--- src/lim_pkg.sv ---
// Constants, field positions and bus carrier types for the link interrupt mask block.
package lim_pkg;

    ////////////////////////////////////////////////////////////////////////////////
    localparam int          ADDR_W            = 8;
    localparam int          DATA_W            = 32;
    localparam int          PRIM_W            = 16;
    localparam int          NUM_TX_CTX        = 8;

    localparam logic [7:0]  OFF_MASK_SET      = 8'h88;
    localparam logic [7:0]  OFF_MASK_CLR      = 8'h8C;
    localparam logic [7:0]  OFF_TXEV_SET      = 8'h90;
    localparam logic [7:0]  OFF_TXEV_CLR      = 8'h94;

    localparam int          POS_GLOBAL_GATE   = 31;
    localparam int          POS_SELFID2       = 15;
    localparam int          POS_ATOMIC_ERR    = 9;
    localparam int          POS_BUF_WR_ERR    = 8;
    localparam int          POS_ISO_RX_SUM    = 7;
    localparam int          POS_ISO_TX_SUM    = 6;
    localparam int          POS_RSP_PKT       = 5;
    localparam int          POS_REQ_PKT       = 4;
    localparam int          POS_ARX_RSP       = 3;
    localparam int          POS_ARX_REQ       = 2;
    localparam int          POS_RSP_DONE      = 1;
    localparam int          POS_REQ_DONE      = 0;

    // Implemented enables; bits 14 to 10 are reserved and never store.
    localparam logic [15:0] MASK_LOW_IMPL     = 16'h83FF;
    localparam logic [15:0] MASK_LOW_RESET    = 16'h0000;
    localparam logic        GATE_RESET        = 1'b0;
    localparam logic [7:0]  TXEV_RESET        = 8'h00;
    localparam logic [1:0]  INT_CTL_ALWAYS    = 2'b11;

    localparam logic [1:0]  RESP_OKAY         = 2'b00;
    localparam logic [1:0]  RESP_SLVERR       = 2'b10;

    ////////////////////////////////////////////////////////////////////////////////
    typedef struct packed {
        logic              awvalid;
        logic [ADDR_W-1:0] awaddr;
        logic              wvalid;
        logic [DATA_W-1:0] wdata;
        logic [3:0]        wstrb;
        logic              bready;
        logic              arvalid;
        logic [ADDR_W-1:0] araddr;
        logic              rready;
    } lim_axil_req_type;

    typedef struct packed {
        logic              awready;
        logic              wready;
        logic              bvalid;
        logic [1:0]        bresp;
        logic              arready;
        logic              rvalid;
        logic [DATA_W-1:0] rdata;
        logic [1:0]        rresp;
    } lim_axil_rsp_type;

endpackage

--- src/lim_ctx_event.sv ---
// One transmit context event flag with edge-triggered set and software set and clear.
module lim_ctx_event (
    input  wire logic       clk,
    input  wire logic       rstn,
    input  wire logic       ce,
    input  wire logic       cmd_done,
    input  wire logic [1:0] int_ctl,
    input  wire logic       sw_set,
    input  wire logic       sw_clr,
    output logic            event_r
);

    logic int_prev_r;
    logic ctx_int;
    logic int_rise;

    // (RQ13) Completion with interrupt
    assign ctx_int  = cmd_done & (int_ctl == lim_pkg::INT_CTL_ALWAYS);
    // (RQ14) Rising edge sets
    assign int_rise = ctx_int & ~int_prev_r;

    always_ff @(posedge clk or negedge rstn) begin
        if (!rstn) begin
            int_prev_r <= 1'b0;
        end else if (ce) begin
            int_prev_r <= ctx_int;
        end
    end

    // A set arriving with a clear wins, so no completion is ever lost.
    always_ff @(posedge clk or negedge rstn) begin
        if (!rstn) begin
            event_r <= 1'b0;
        // (RQ14) Edge or write sets
        end else if (ce && (int_rise || sw_set)) begin
            event_r <= 1'b1;
        // (RQ15) Only clear write
        end else if (ce && sw_clr) begin
            event_r <= 1'b0;
        end
    end

endmodule // lim_ctx_event

--- src/lim_irq_mask.sv ---
// Primary interrupt enable mask, transmit context event register and AXI4-Lite slave.
//
// Implementation choice: the AXI4-Lite slave port.

////////////////////////////////////////////////////////////////////////////////
// Summary of operation
// (RQ1) Bit 15 interrupt needs mask bit 15 and event bit 15.
// (RQ2) Mask bits 14 to 10 are reserved and read as zero.
// (RQ3) Bit 9 atomic response error needs mask and event bit set.
// (RQ4) Bit 8 buffered write error needs mask and event bit set.
// (RQ5) Bit 7 receive summary needs mask and event bit set.
// (RQ6) Bit 6 transmit summary needs mask and event bit set.
// (RQ7) Bit 5 response packet received needs mask and event bit set.
// (RQ8) Bit 4 request packet received needs mask and event bit set.
// (RQ9) Bit 3 async receive response DMA needs mask and event bit.
// (RQ10) Bit 2 async receive request DMA needs mask and event bit.
// (RQ11) Bit 1 response send done needs mask and event bit set.
// (RQ12) Bit 0 request send done needs mask and event bit set.
// (RQ13) Context event rises on last-output completion with both interrupt bits one.
// (RQ14) Context bit sets on interrupt rising edge or set-alias write of one.
// (RQ15) Context bit clears only on clear-alias write of one.
// (RQ16) Clear-alias read returns events ANDed with transmit mask.
// (RQ17) Eight context bits 7..0; bit n flags context n behind bit 6.
// (RQ18) Event bits 31 to 8 read as zero.
// (RQ19) Event bits 31 to 8 reset to zero.
// (RQ20) No interrupt while global gate bit 31 is zero.
// (RQ21) Both mask aliases read the current mask.
// (RQ22) Interrupt is gated OR of masked events, updated within a clock.
module lim_irq_mask #(
    parameter int NUM_CTX = lim_pkg::NUM_TX_CTX
) (
    input  wire logic                        clk,
    input  wire logic                        rstn,
    input  wire logic                        ce,
    input  wire lim_pkg::lim_axil_req_type   axi_req,
    output lim_pkg::lim_axil_rsp_type        axi_rsp,
    input  wire logic [lim_pkg::PRIM_W-1:0]  primary_event,
    input  wire logic [NUM_CTX-1:0]          iso_tx_mask,
    input  wire logic [NUM_CTX-1:0]          tx_cmd_done,
    input  wire logic [2*NUM_CTX-1:0]        tx_int_ctl,
    output logic [NUM_CTX-1:0]               tx_event_r,
    output logic                             iso_tx_summary_r,
    output logic                             irq_r
);

    // The event word has eight slots, so more contexts could never be reported.
    if (NUM_CTX < 1 || NUM_CTX > 8) begin : g_bad_ctx
        $error("NUM_CTX must lie between 1 and 8");
    end

    ////////////////////////////////////////////////////////////////////////////////
    // Bus write path.
    logic                          aw_hold_r;
    logic [lim_pkg::ADDR_W-1:0]    awaddr_r;
    logic                          w_hold_r;
    logic [lim_pkg::DATA_W-1:0]    wdata_r;
    logic [3:0]                    wstrb_r;
    logic                          awready_r;
    logic                          wready_r;
    logic                          bvalid_r;
    logic [1:0]                    bresp_r;
    logic                          aw_fire;
    logic                          w_fire;
    logic                          b_fire;
    logic                          do_write;
    logic                          aw_hold_nxt;
    logic                          w_hold_nxt;
    logic                          bvalid_nxt;
    logic [lim_pkg::DATA_W-1:0]    wbits;

    assign aw_fire  = axi_req.awvalid & awready_r;
    assign w_fire   = axi_req.wvalid & wready_r;
    assign b_fire   = bvalid_r & axi_req.bready;
    assign do_write = aw_hold_r & w_hold_r & ~bvalid_r;

    always_comb begin
        aw_hold_nxt = aw_hold_r;
        w_hold_nxt  = w_hold_r;
        bvalid_nxt  = bvalid_r;
        if (aw_fire) begin
            aw_hold_nxt = 1'b1;
        end else if (do_write) begin
            aw_hold_nxt = 1'b0;
        end
        if (w_fire) begin
            w_hold_nxt = 1'b1;
        end else if (do_write) begin
            w_hold_nxt = 1'b0;
        end
        if (do_write) begin
            bvalid_nxt = 1'b1;
        end else if (b_fire) begin
            bvalid_nxt = 1'b0;
        end
    end

    // Ready stays low while a beat is held or a response waits, so one write is in flight.
    always_ff @(posedge clk or negedge rstn) begin
        if (!rstn) begin
            aw_hold_r <= 1'b0;
            w_hold_r  <= 1'b0;
            bvalid_r  <= 1'b0;
            awready_r <= 1'b0;
            wready_r  <= 1'b0;
        end else if (ce) begin
            aw_hold_r <= aw_hold_nxt;
            w_hold_r  <= w_hold_nxt;
            bvalid_r  <= bvalid_nxt;
            awready_r <= ~aw_hold_nxt & ~bvalid_nxt;
            wready_r  <= ~w_hold_nxt & ~bvalid_nxt;
        end
    end

    always_ff @(posedge clk or negedge rstn) begin
        if (!rstn) begin
            awaddr_r <= '0;
            wdata_r  <= '0;
            wstrb_r  <= 4'h0;
        end else if (ce) begin
            if (aw_fire) begin
                awaddr_r <= axi_req.awaddr;
            end
            if (w_fire) begin
                wdata_r <= axi_req.wdata;
                wstrb_r <= axi_req.wstrb;
            end
        end
    end

    // Bytes whose strobe is low write nothing.
    always_comb begin
        wbits = '0;
        for (int i = 0; i < 4; i++) begin
            wbits[8*i +: 8] = wstrb_r[i] ? wdata_r[8*i +: 8] : 8'h00;
        end
    end

    logic wr_mask_set;
    logic wr_mask_clr;
    logic wr_txev_set;
    logic wr_txev_clr;
    logic wr_mapped;

    assign wr_mask_set = do_write & (awaddr_r == lim_pkg::OFF_MASK_SET);
    assign wr_mask_clr = do_write & (awaddr_r == lim_pkg::OFF_MASK_CLR);
    assign wr_txev_set = do_write & (awaddr_r == lim_pkg::OFF_TXEV_SET);
    assign wr_txev_clr = do_write & (awaddr_r == lim_pkg::OFF_TXEV_CLR);
    assign wr_mapped   = wr_mask_set | wr_mask_clr | wr_txev_set | wr_txev_clr;

    // Unmapped writes are refused with an error but change no state.
    always_ff @(posedge clk or negedge rstn) begin
        if (!rstn) begin
            bresp_r <= lim_pkg::RESP_OKAY;
        end else if (ce && do_write) begin
            bresp_r <= wr_mapped ? lim_pkg::RESP_OKAY : lim_pkg::RESP_SLVERR;
        end
    end

    ////////////////////////////////////////////////////////////////////////////////
    // Mask register, set and clear aliases.
    logic [15:0] mask_low_r;
    logic        global_gate_r;

    // (RQ2) Reserved bits never store
    always_ff @(posedge clk or negedge rstn) begin
        if (!rstn) begin
            mask_low_r <= lim_pkg::MASK_LOW_RESET;
        end else if (ce && wr_mask_set) begin
            mask_low_r <= mask_low_r | (wbits[15:0] & lim_pkg::MASK_LOW_IMPL);
        end else if (ce && wr_mask_clr) begin
            mask_low_r <= mask_low_r & ~(wbits[15:0] & lim_pkg::MASK_LOW_IMPL);
        end
    end

    // Bit 31 gates the whole output and is kept apart from the per-source enables.
    always_ff @(posedge clk or negedge rstn) begin
        if (!rstn) begin
            global_gate_r <= lim_pkg::GATE_RESET;
        end else if (ce && wr_mask_set && wbits[lim_pkg::POS_GLOBAL_GATE]) begin
            global_gate_r <= 1'b1;
        end else if (ce && wr_mask_clr && wbits[lim_pkg::POS_GLOBAL_GATE]) begin
            global_gate_r <= 1'b0;
        end
    end

    ////////////////////////////////////////////////////////////////////////////////
    // Transmit context events.
    // (RQ17) One flag per context
    for (genvar n = 0; n < NUM_CTX; n++) begin : g_ctx
        lim_ctx_event u_ctx (
            .clk      (clk),
            .rstn     (rstn),
            .ce       (ce),
            .cmd_done (tx_cmd_done[n]),
            .int_ctl  (tx_int_ctl[2*n +: 2]),
            .sw_set   (wr_txev_set & wbits[n]),
            .sw_clr   (wr_txev_clr & wbits[n]),
            .event_r  (tx_event_r[n])
        );
    end

    // (RQ17) Summary of masked contexts
    always_ff @(posedge clk or negedge rstn) begin
        if (!rstn) begin
            iso_tx_summary_r <= 1'b0;
        end else if (ce) begin
            iso_tx_summary_r <= |(tx_event_r & iso_tx_mask);
        end
    end

    ////////////////////////////////////////////////////////////////////////////////
    // Interrupt output.
    logic [15:0] event_vec;
    logic [15:0] masked_vec;

    // (RQ6) Own summary joins bit 6
    always_comb begin
        event_vec = primary_event;
        event_vec[lim_pkg::POS_ISO_TX_SUM] = primary_event[lim_pkg::POS_ISO_TX_SUM]
                                             | iso_tx_summary_r;
    end

    // Each enable is wired on its own so a reserved bit can never reach the OR.
    // (RQ1) Second self-id done
    assign masked_vec[lim_pkg::POS_SELFID2] =
        event_vec[lim_pkg::POS_SELFID2] & mask_low_r[lim_pkg::POS_SELFID2];
    // (RQ2) Reserved enables
    assign masked_vec[14:10] = 5'h00;
    // (RQ3) Atomic response error
    assign masked_vec[lim_pkg::POS_ATOMIC_ERR] =
        event_vec[lim_pkg::POS_ATOMIC_ERR] & mask_low_r[lim_pkg::POS_ATOMIC_ERR];
    // (RQ4) Buffered write error
    assign masked_vec[lim_pkg::POS_BUF_WR_ERR] =
        event_vec[lim_pkg::POS_BUF_WR_ERR] & mask_low_r[lim_pkg::POS_BUF_WR_ERR];
    // (RQ5) Receive summary
    assign masked_vec[lim_pkg::POS_ISO_RX_SUM] =
        event_vec[lim_pkg::POS_ISO_RX_SUM] & mask_low_r[lim_pkg::POS_ISO_RX_SUM];
    // (RQ6) Transmit summary
    assign masked_vec[lim_pkg::POS_ISO_TX_SUM] =
        event_vec[lim_pkg::POS_ISO_TX_SUM] & mask_low_r[lim_pkg::POS_ISO_TX_SUM];
    // (RQ7) Response packet received
    assign masked_vec[lim_pkg::POS_RSP_PKT] =
        event_vec[lim_pkg::POS_RSP_PKT] & mask_low_r[lim_pkg::POS_RSP_PKT];
    // (RQ8) Request packet received
    assign masked_vec[lim_pkg::POS_REQ_PKT] =
        event_vec[lim_pkg::POS_REQ_PKT] & mask_low_r[lim_pkg::POS_REQ_PKT];
    // (RQ9) Async response DMA
    assign masked_vec[lim_pkg::POS_ARX_RSP] =
        event_vec[lim_pkg::POS_ARX_RSP] & mask_low_r[lim_pkg::POS_ARX_RSP];
    // (RQ10) Async request DMA
    assign masked_vec[lim_pkg::POS_ARX_REQ] =
        event_vec[lim_pkg::POS_ARX_REQ] & mask_low_r[lim_pkg::POS_ARX_REQ];
    // (RQ11) Response send done
    assign masked_vec[lim_pkg::POS_RSP_DONE] =
        event_vec[lim_pkg::POS_RSP_DONE] & mask_low_r[lim_pkg::POS_RSP_DONE];
    // (RQ12) Request send done
    assign masked_vec[lim_pkg::POS_REQ_DONE] =
        event_vec[lim_pkg::POS_REQ_DONE] & mask_low_r[lim_pkg::POS_REQ_DONE];

    // The registered OR adds a cycle but keeps the pin free of glitches.
    // (RQ20) (RQ22) Gated OR output
    always_ff @(posedge clk or negedge rstn) begin
        if (!rstn) begin
            irq_r <= 1'b0;
        end else if (ce) begin
            irq_r <= global_gate_r & (|masked_vec);
        end
    end

    ////////////////////////////////////////////////////////////////////////////////
    // Bus read path.
    logic                       arready_r;
    logic                       rvalid_r;
    logic [lim_pkg::DATA_W-1:0] rdata_r;
    logic [1:0]                 rresp_r;
    logic                       ar_fire;
    logic [lim_pkg::DATA_W-1:0] rd_word;
    logic                       rd_hit;
    logic [7:0]                 ev_word;

    // Read data are captured when the address is taken and stand with rvalid.
    assign ar_fire = axi_req.arvalid & arready_r;

    // (RQ19) Upper bits held zero
    always_comb begin
        ev_word = 8'h00;
        ev_word[NUM_CTX-1:0] = tx_event_r;
    end

    always_comb begin
        rd_word = '0;
        rd_hit  = 1'b1;
        case (axi_req.araddr)
            // (RQ21) Both aliases read mask
            lim_pkg::OFF_MASK_SET, lim_pkg::OFF_MASK_CLR: begin
                rd_word[15:0] = mask_low_r & lim_pkg::MASK_LOW_IMPL;
                rd_word[lim_pkg::POS_GLOBAL_GATE] = global_gate_r;
            end
            // (RQ18) Upper bits zero
            lim_pkg::OFF_TXEV_SET: begin
                rd_word[7:0] = ev_word;
            end
            // (RQ16) Masked event read
            lim_pkg::OFF_TXEV_CLR: begin
                rd_word[NUM_CTX-1:0] = tx_event_r & iso_tx_mask;
            end
            default: begin
                rd_hit = 1'b0;
            end
        endcase
    end

    always_ff @(posedge clk or negedge rstn) begin
        if (!rstn) begin
            arready_r <= 1'b0;
            rvalid_r  <= 1'b0;
            rdata_r   <= '0;
            rresp_r   <= lim_pkg::RESP_OKAY;
        end else if (ce) begin
            if (ar_fire) begin
                arready_r <= 1'b0;
                rvalid_r  <= 1'b1;
                rdata_r   <= rd_word;
                rresp_r   <= rd_hit ? lim_pkg::RESP_OKAY : lim_pkg::RESP_SLVERR;
            end else if (rvalid_r && axi_req.rready) begin
                rvalid_r  <= 1'b0;
                arready_r <= 1'b1;
            end else if (!rvalid_r) begin
                arready_r <= 1'b1;
            end
        end
    end

    always_comb begin
        axi_rsp.awready = awready_r;
        axi_rsp.wready  = wready_r;
        axi_rsp.bvalid  = bvalid_r;
        axi_rsp.bresp   = bresp_r;
        axi_rsp.arready = arready_r;
        axi_rsp.rvalid  = rvalid_r;
        axi_rsp.rdata   = rdata_r;
        axi_rsp.rresp   = rresp_r;
    end

endmodule // lim_irq_mask

--- config.mk ---
export PLATFORM = sky130hd
export DESIGN_NAME = lim_irq_mask
export DESIGN_NICKNAME = d
export VERILOG_FILES = /design/src/lim_pkg.sv /design/src/lim_ctx_event.sv /design/src/lim_irq_mask.sv
export SDC_FILE = /design/constraint.sdc
export NUM_CORES = 1
export LEC_CHECK = 0
export ABC_AREA = 1
export BUFFER_PORTS_ARGS = -buffer_cell sky130_fd_sc_hd__buf_2
export CAP_MARGIN = 20
export CORE_UTILIZATION = 49
export CTS_CLUSTER_SIZE = 16
export DETAILED_ROUTE_END_ITERATION = 16
export PLACE_DENSITY = 0.89
export SYNTH_ARGS = -nofsm -noshare
export SYNTH_HDL_FRONTEND = slang
export SYNTH_SLANG_ARGS = --single-unit
--- constraint.sdc ---
create_clock -name clk -period 1.85 [get_ports clk]
set_clock_uncertainty 0.15 [all_clocks]
set_input_delay 0.555 -clock clk [delete_from_list [all_inputs] [get_ports clk]]
set_output_delay 0.555 -clock clk [all_outputs]
set_load 0.1 [all_outputs]
==> run metrics <==
Initial Util=50.67%; largest net degree at the start of global routing=75; DR vias=3375; Rel. slew slack=66.39%; FF-to-FF setup slack=0.22 ns; worst reg2reg path startpoint=awaddr_r[0]; final setup violation count=0; utilization after layout=63.56%; TritonCTS Buffers=9; drt initial violations=127; CTS tree=done; mapped cell area=3895 sq um; crit start category=flip-flop; total track usage=21.90%; Hold Path Class=in -> async; arrival time at the worst endpoint=1.07 ns; final setup margin=0.07251 ns; status=complete, no violations; Finished Layout Cells=699; drt via density=4.828; Yosys cell types=28; Slowest cell on crit path=dfrtp_1; Final Hold Viols=0; Syn Inst Count=480; antenna violations before repair=0; classification of the worst setup path=reg -> out; Worst-Skew Late Latency=0.35 ns; DRC viols=0; Worst path max stage delay=0.41 ns; 1st-pass router iterations=4; worst-path maximum fanout=3; Critical Path End Type=output port; maximum vdd ir drop=666.2 uV; IO Pins=159; worst-margin pin slew=0.5015 ns; Clock Path Buffers=2; CP cell instances=buf_4; IO Port Bufs=110; die width=91.16 microns; minimum clock period=1.777 ns; RSZ-0062 raised after global routing=false; Final Max Slew Viols=0; max frequency=562.6 MHz; Register-to-Register Path Depth=8; max-cap violations=0; Post-CTS Hold Fix Bufs=0; flops & latches, synth=74; Crit path buffers/inverters=1; core area=7687 sq um; post-synth top area cell=dfrtp_1; final setup TNS=0 ns; synthesis-to-finish area growth=25.44%; top cell family by delay on the critical path=flip-flops; Setup WS pre-CTS=0.03719 ns; final RePlAce weighted congestion=0.8635; register area share after synthesis=47.54%; leak pwr=2.604 nW; first-pass GRT wire length=14.28 mm; GR Overflow Total=0; number of global-route vias before repair=3204; CTS H-tree depth=3; CP required=1.14 ns; placed cell count=683; Clock Sinks=74; top post-synthesis cells by area=dfrtp_1 (48%), nand2_1 (11%), buf_4 (6.9%), nand3_1 (6.8%), inv_1 (5.0%); synthesized area per cell=8.115 sq um; HPWL after detailed placement=6.641 mm; Std-Cell Rows=32; diode count=0; root buffer cell=clkbuf_8; height of the die=91.16 microns; routed wire length=8.611 mm; share of cells above drive strength 1=28.48%; die area=8309 sq um; fin crit share=96.08%; number of post-CTS setup repair buffers=0; Post-DRT Antenna Nets=0; final-stage net count=700; post-synth top area share=47.54%; Yosys warnings=0; Pwr Density=1120 nW/um^2; Reg clk slew, reported paths=0.07 ns; Wirelength per Cell=12.32 microns; fillers=663
[power breakdown]
group	total, W	leakage [nW]	internal (W)	switching, W
sequential	0.00223	0.897	0.00197	0.000260
combinational	0.00187	1.60	0.000545	0.00133
clock	0.00138	0.109	0.000792	0.000584
[worst reg2reg max path: stages, from the launching register on]
cell and delay, ns:
dfrtp_1 0.37, inv_1 0.07, nand2_1 0.15, nor2_1 0.21, nand3_2 0.20, nand2_2 0.17
nand3_1 0.09, nand2_1 0.07, nand2_1 0.04
[through the flow]
stage / hold slack (ns) / cell area [sq um] / power [W]
3_5_place_dp: 0.3090 / 4619 / 0.004097
5_1_grt: 0.08831 / 4886 / 0.005758
2_1_floorplan: 0.1094 / 3974 / 0.003661
6_report: 0.05945 / 4886 / 0.005474
3_3_place_gp: 0.3057 / 4619 / 0.004015
4_1_cts: 0.08096 / 4858 / 0.005502
[layout by cell type, fill, tap and decap left out, types with 2 or more instances in the layout]
cell         n
mux2_2      10
buf_2       81
nand3_1     53
nand2_1    117
clkbuf_8    10
inv_2        3
dfrtp_1     74
inv_1       52
o21ai_0     25
clkbuf_4    11
nand3_2      4
a21oi_1     16
bufinv_16    2
nor3_1       4
buf_12      12
clkinv_2     2
o21ai_1     12
nand2_2      4
buf_4       20
or2_0        8
nor3_2       2
nand4_1     12
conb_1      22
nor2_2       4
nor2_1      29
[worst max path at each step]
stage | end | from | slack (ns) | cells past startpoint
after floorplan | iso_tx_summary_r | iso_tx_summary_r | 0.24 | 0
after global placement | awaddr_r[2] | ce | 0.1 | 5
after detailed placement | flip-flop | ce | 0.04 | 7
after CTS | axi_rsp[3] | rdata_r[1] | 0.004 | 1
after global routing | iso_tx_summary_r | iso_tx_summary_r | 0.005 | 1
final | iso_tx_summary_r | iso_tx_summary_r | 0.07 | 1
[routing by layer]
layer	global-route usage, %	vias to the layer above	wire length [microns]
li1	-	1716	-
met1	27.37	1512	3717
met2	36.36	131	4182
met3	5.109	16	522
met4	9.392	0	188
met5	0	-	0
[final cells by class]
class | instances | area (sq um) | share of cell area, %
sequential | 74 | 1852 | 37.90
multi-input combinational | 328 | 1603 | 32.80
timing repair buffer | 124 | 878.3 | 17.98
inverter | 55 | 206.4 | 4.225
clock buffer | 11 | 141.4 | 2.894
tap | 102 | 127.6 | 2.612
clock inverter | 5 | 77.57 | 1.588
[what timing repair did]
action,in CTS,in global routing
endpoints found under the setup margin,8,11
resized for setup,8,11
gates cloned,0,0
[cell families (layout without fill, tap and decap cells)]
group / Yosys count / after routing / synth area share (%)
AND/OR/NAND/NOR: 241 / 241 / 28.94
buffers and inverters: 99 / 195 / 13.33
flip-flops: 74 / 74 / 47.54
AO/OA/AOI/OAI: 55 / 55 / 7.196
multiplexers: 10 / 10 / 2.891
other: 1 / 22 / 0.09628
[cell usage after synthesis]
| cell | instances |
|---|---|
| nand2_1 | 117 |
| dfrtp_1 | 74 |
| nand3_1 | 53 |
| inv_1 | 52 |
| buf_4 | 36 |
| nor2_1 | 29 |
| o21ai_0 | 25 |
| a21oi_1 | 16 |
| nand4_1 | 12 |
| o21ai_1 | 12 |
| mux2_2 | 10 |
| or2_0 | 8 |
| buf_2 | 4 |
| nand2_2 | 4 |
| nand3_2 | 4 |
| nor2_2 | 4 |
| nor3_1 | 4 |
| clkbuf_1 | 3 |
| inv_2 | 3 |
| nor3_2 | 2 |
| buf_6 | 1 |
| conb_1 | 1 |
| nand2_4 | 1 |
| nor2_4 | 1 |
| nor2_8 | 1 |
| nor3_4 | 1 |
| o21bai_1 | 1 |
| o31ai_1 | 1 |
Note: power is estimated with default switching activity, not from simulation.
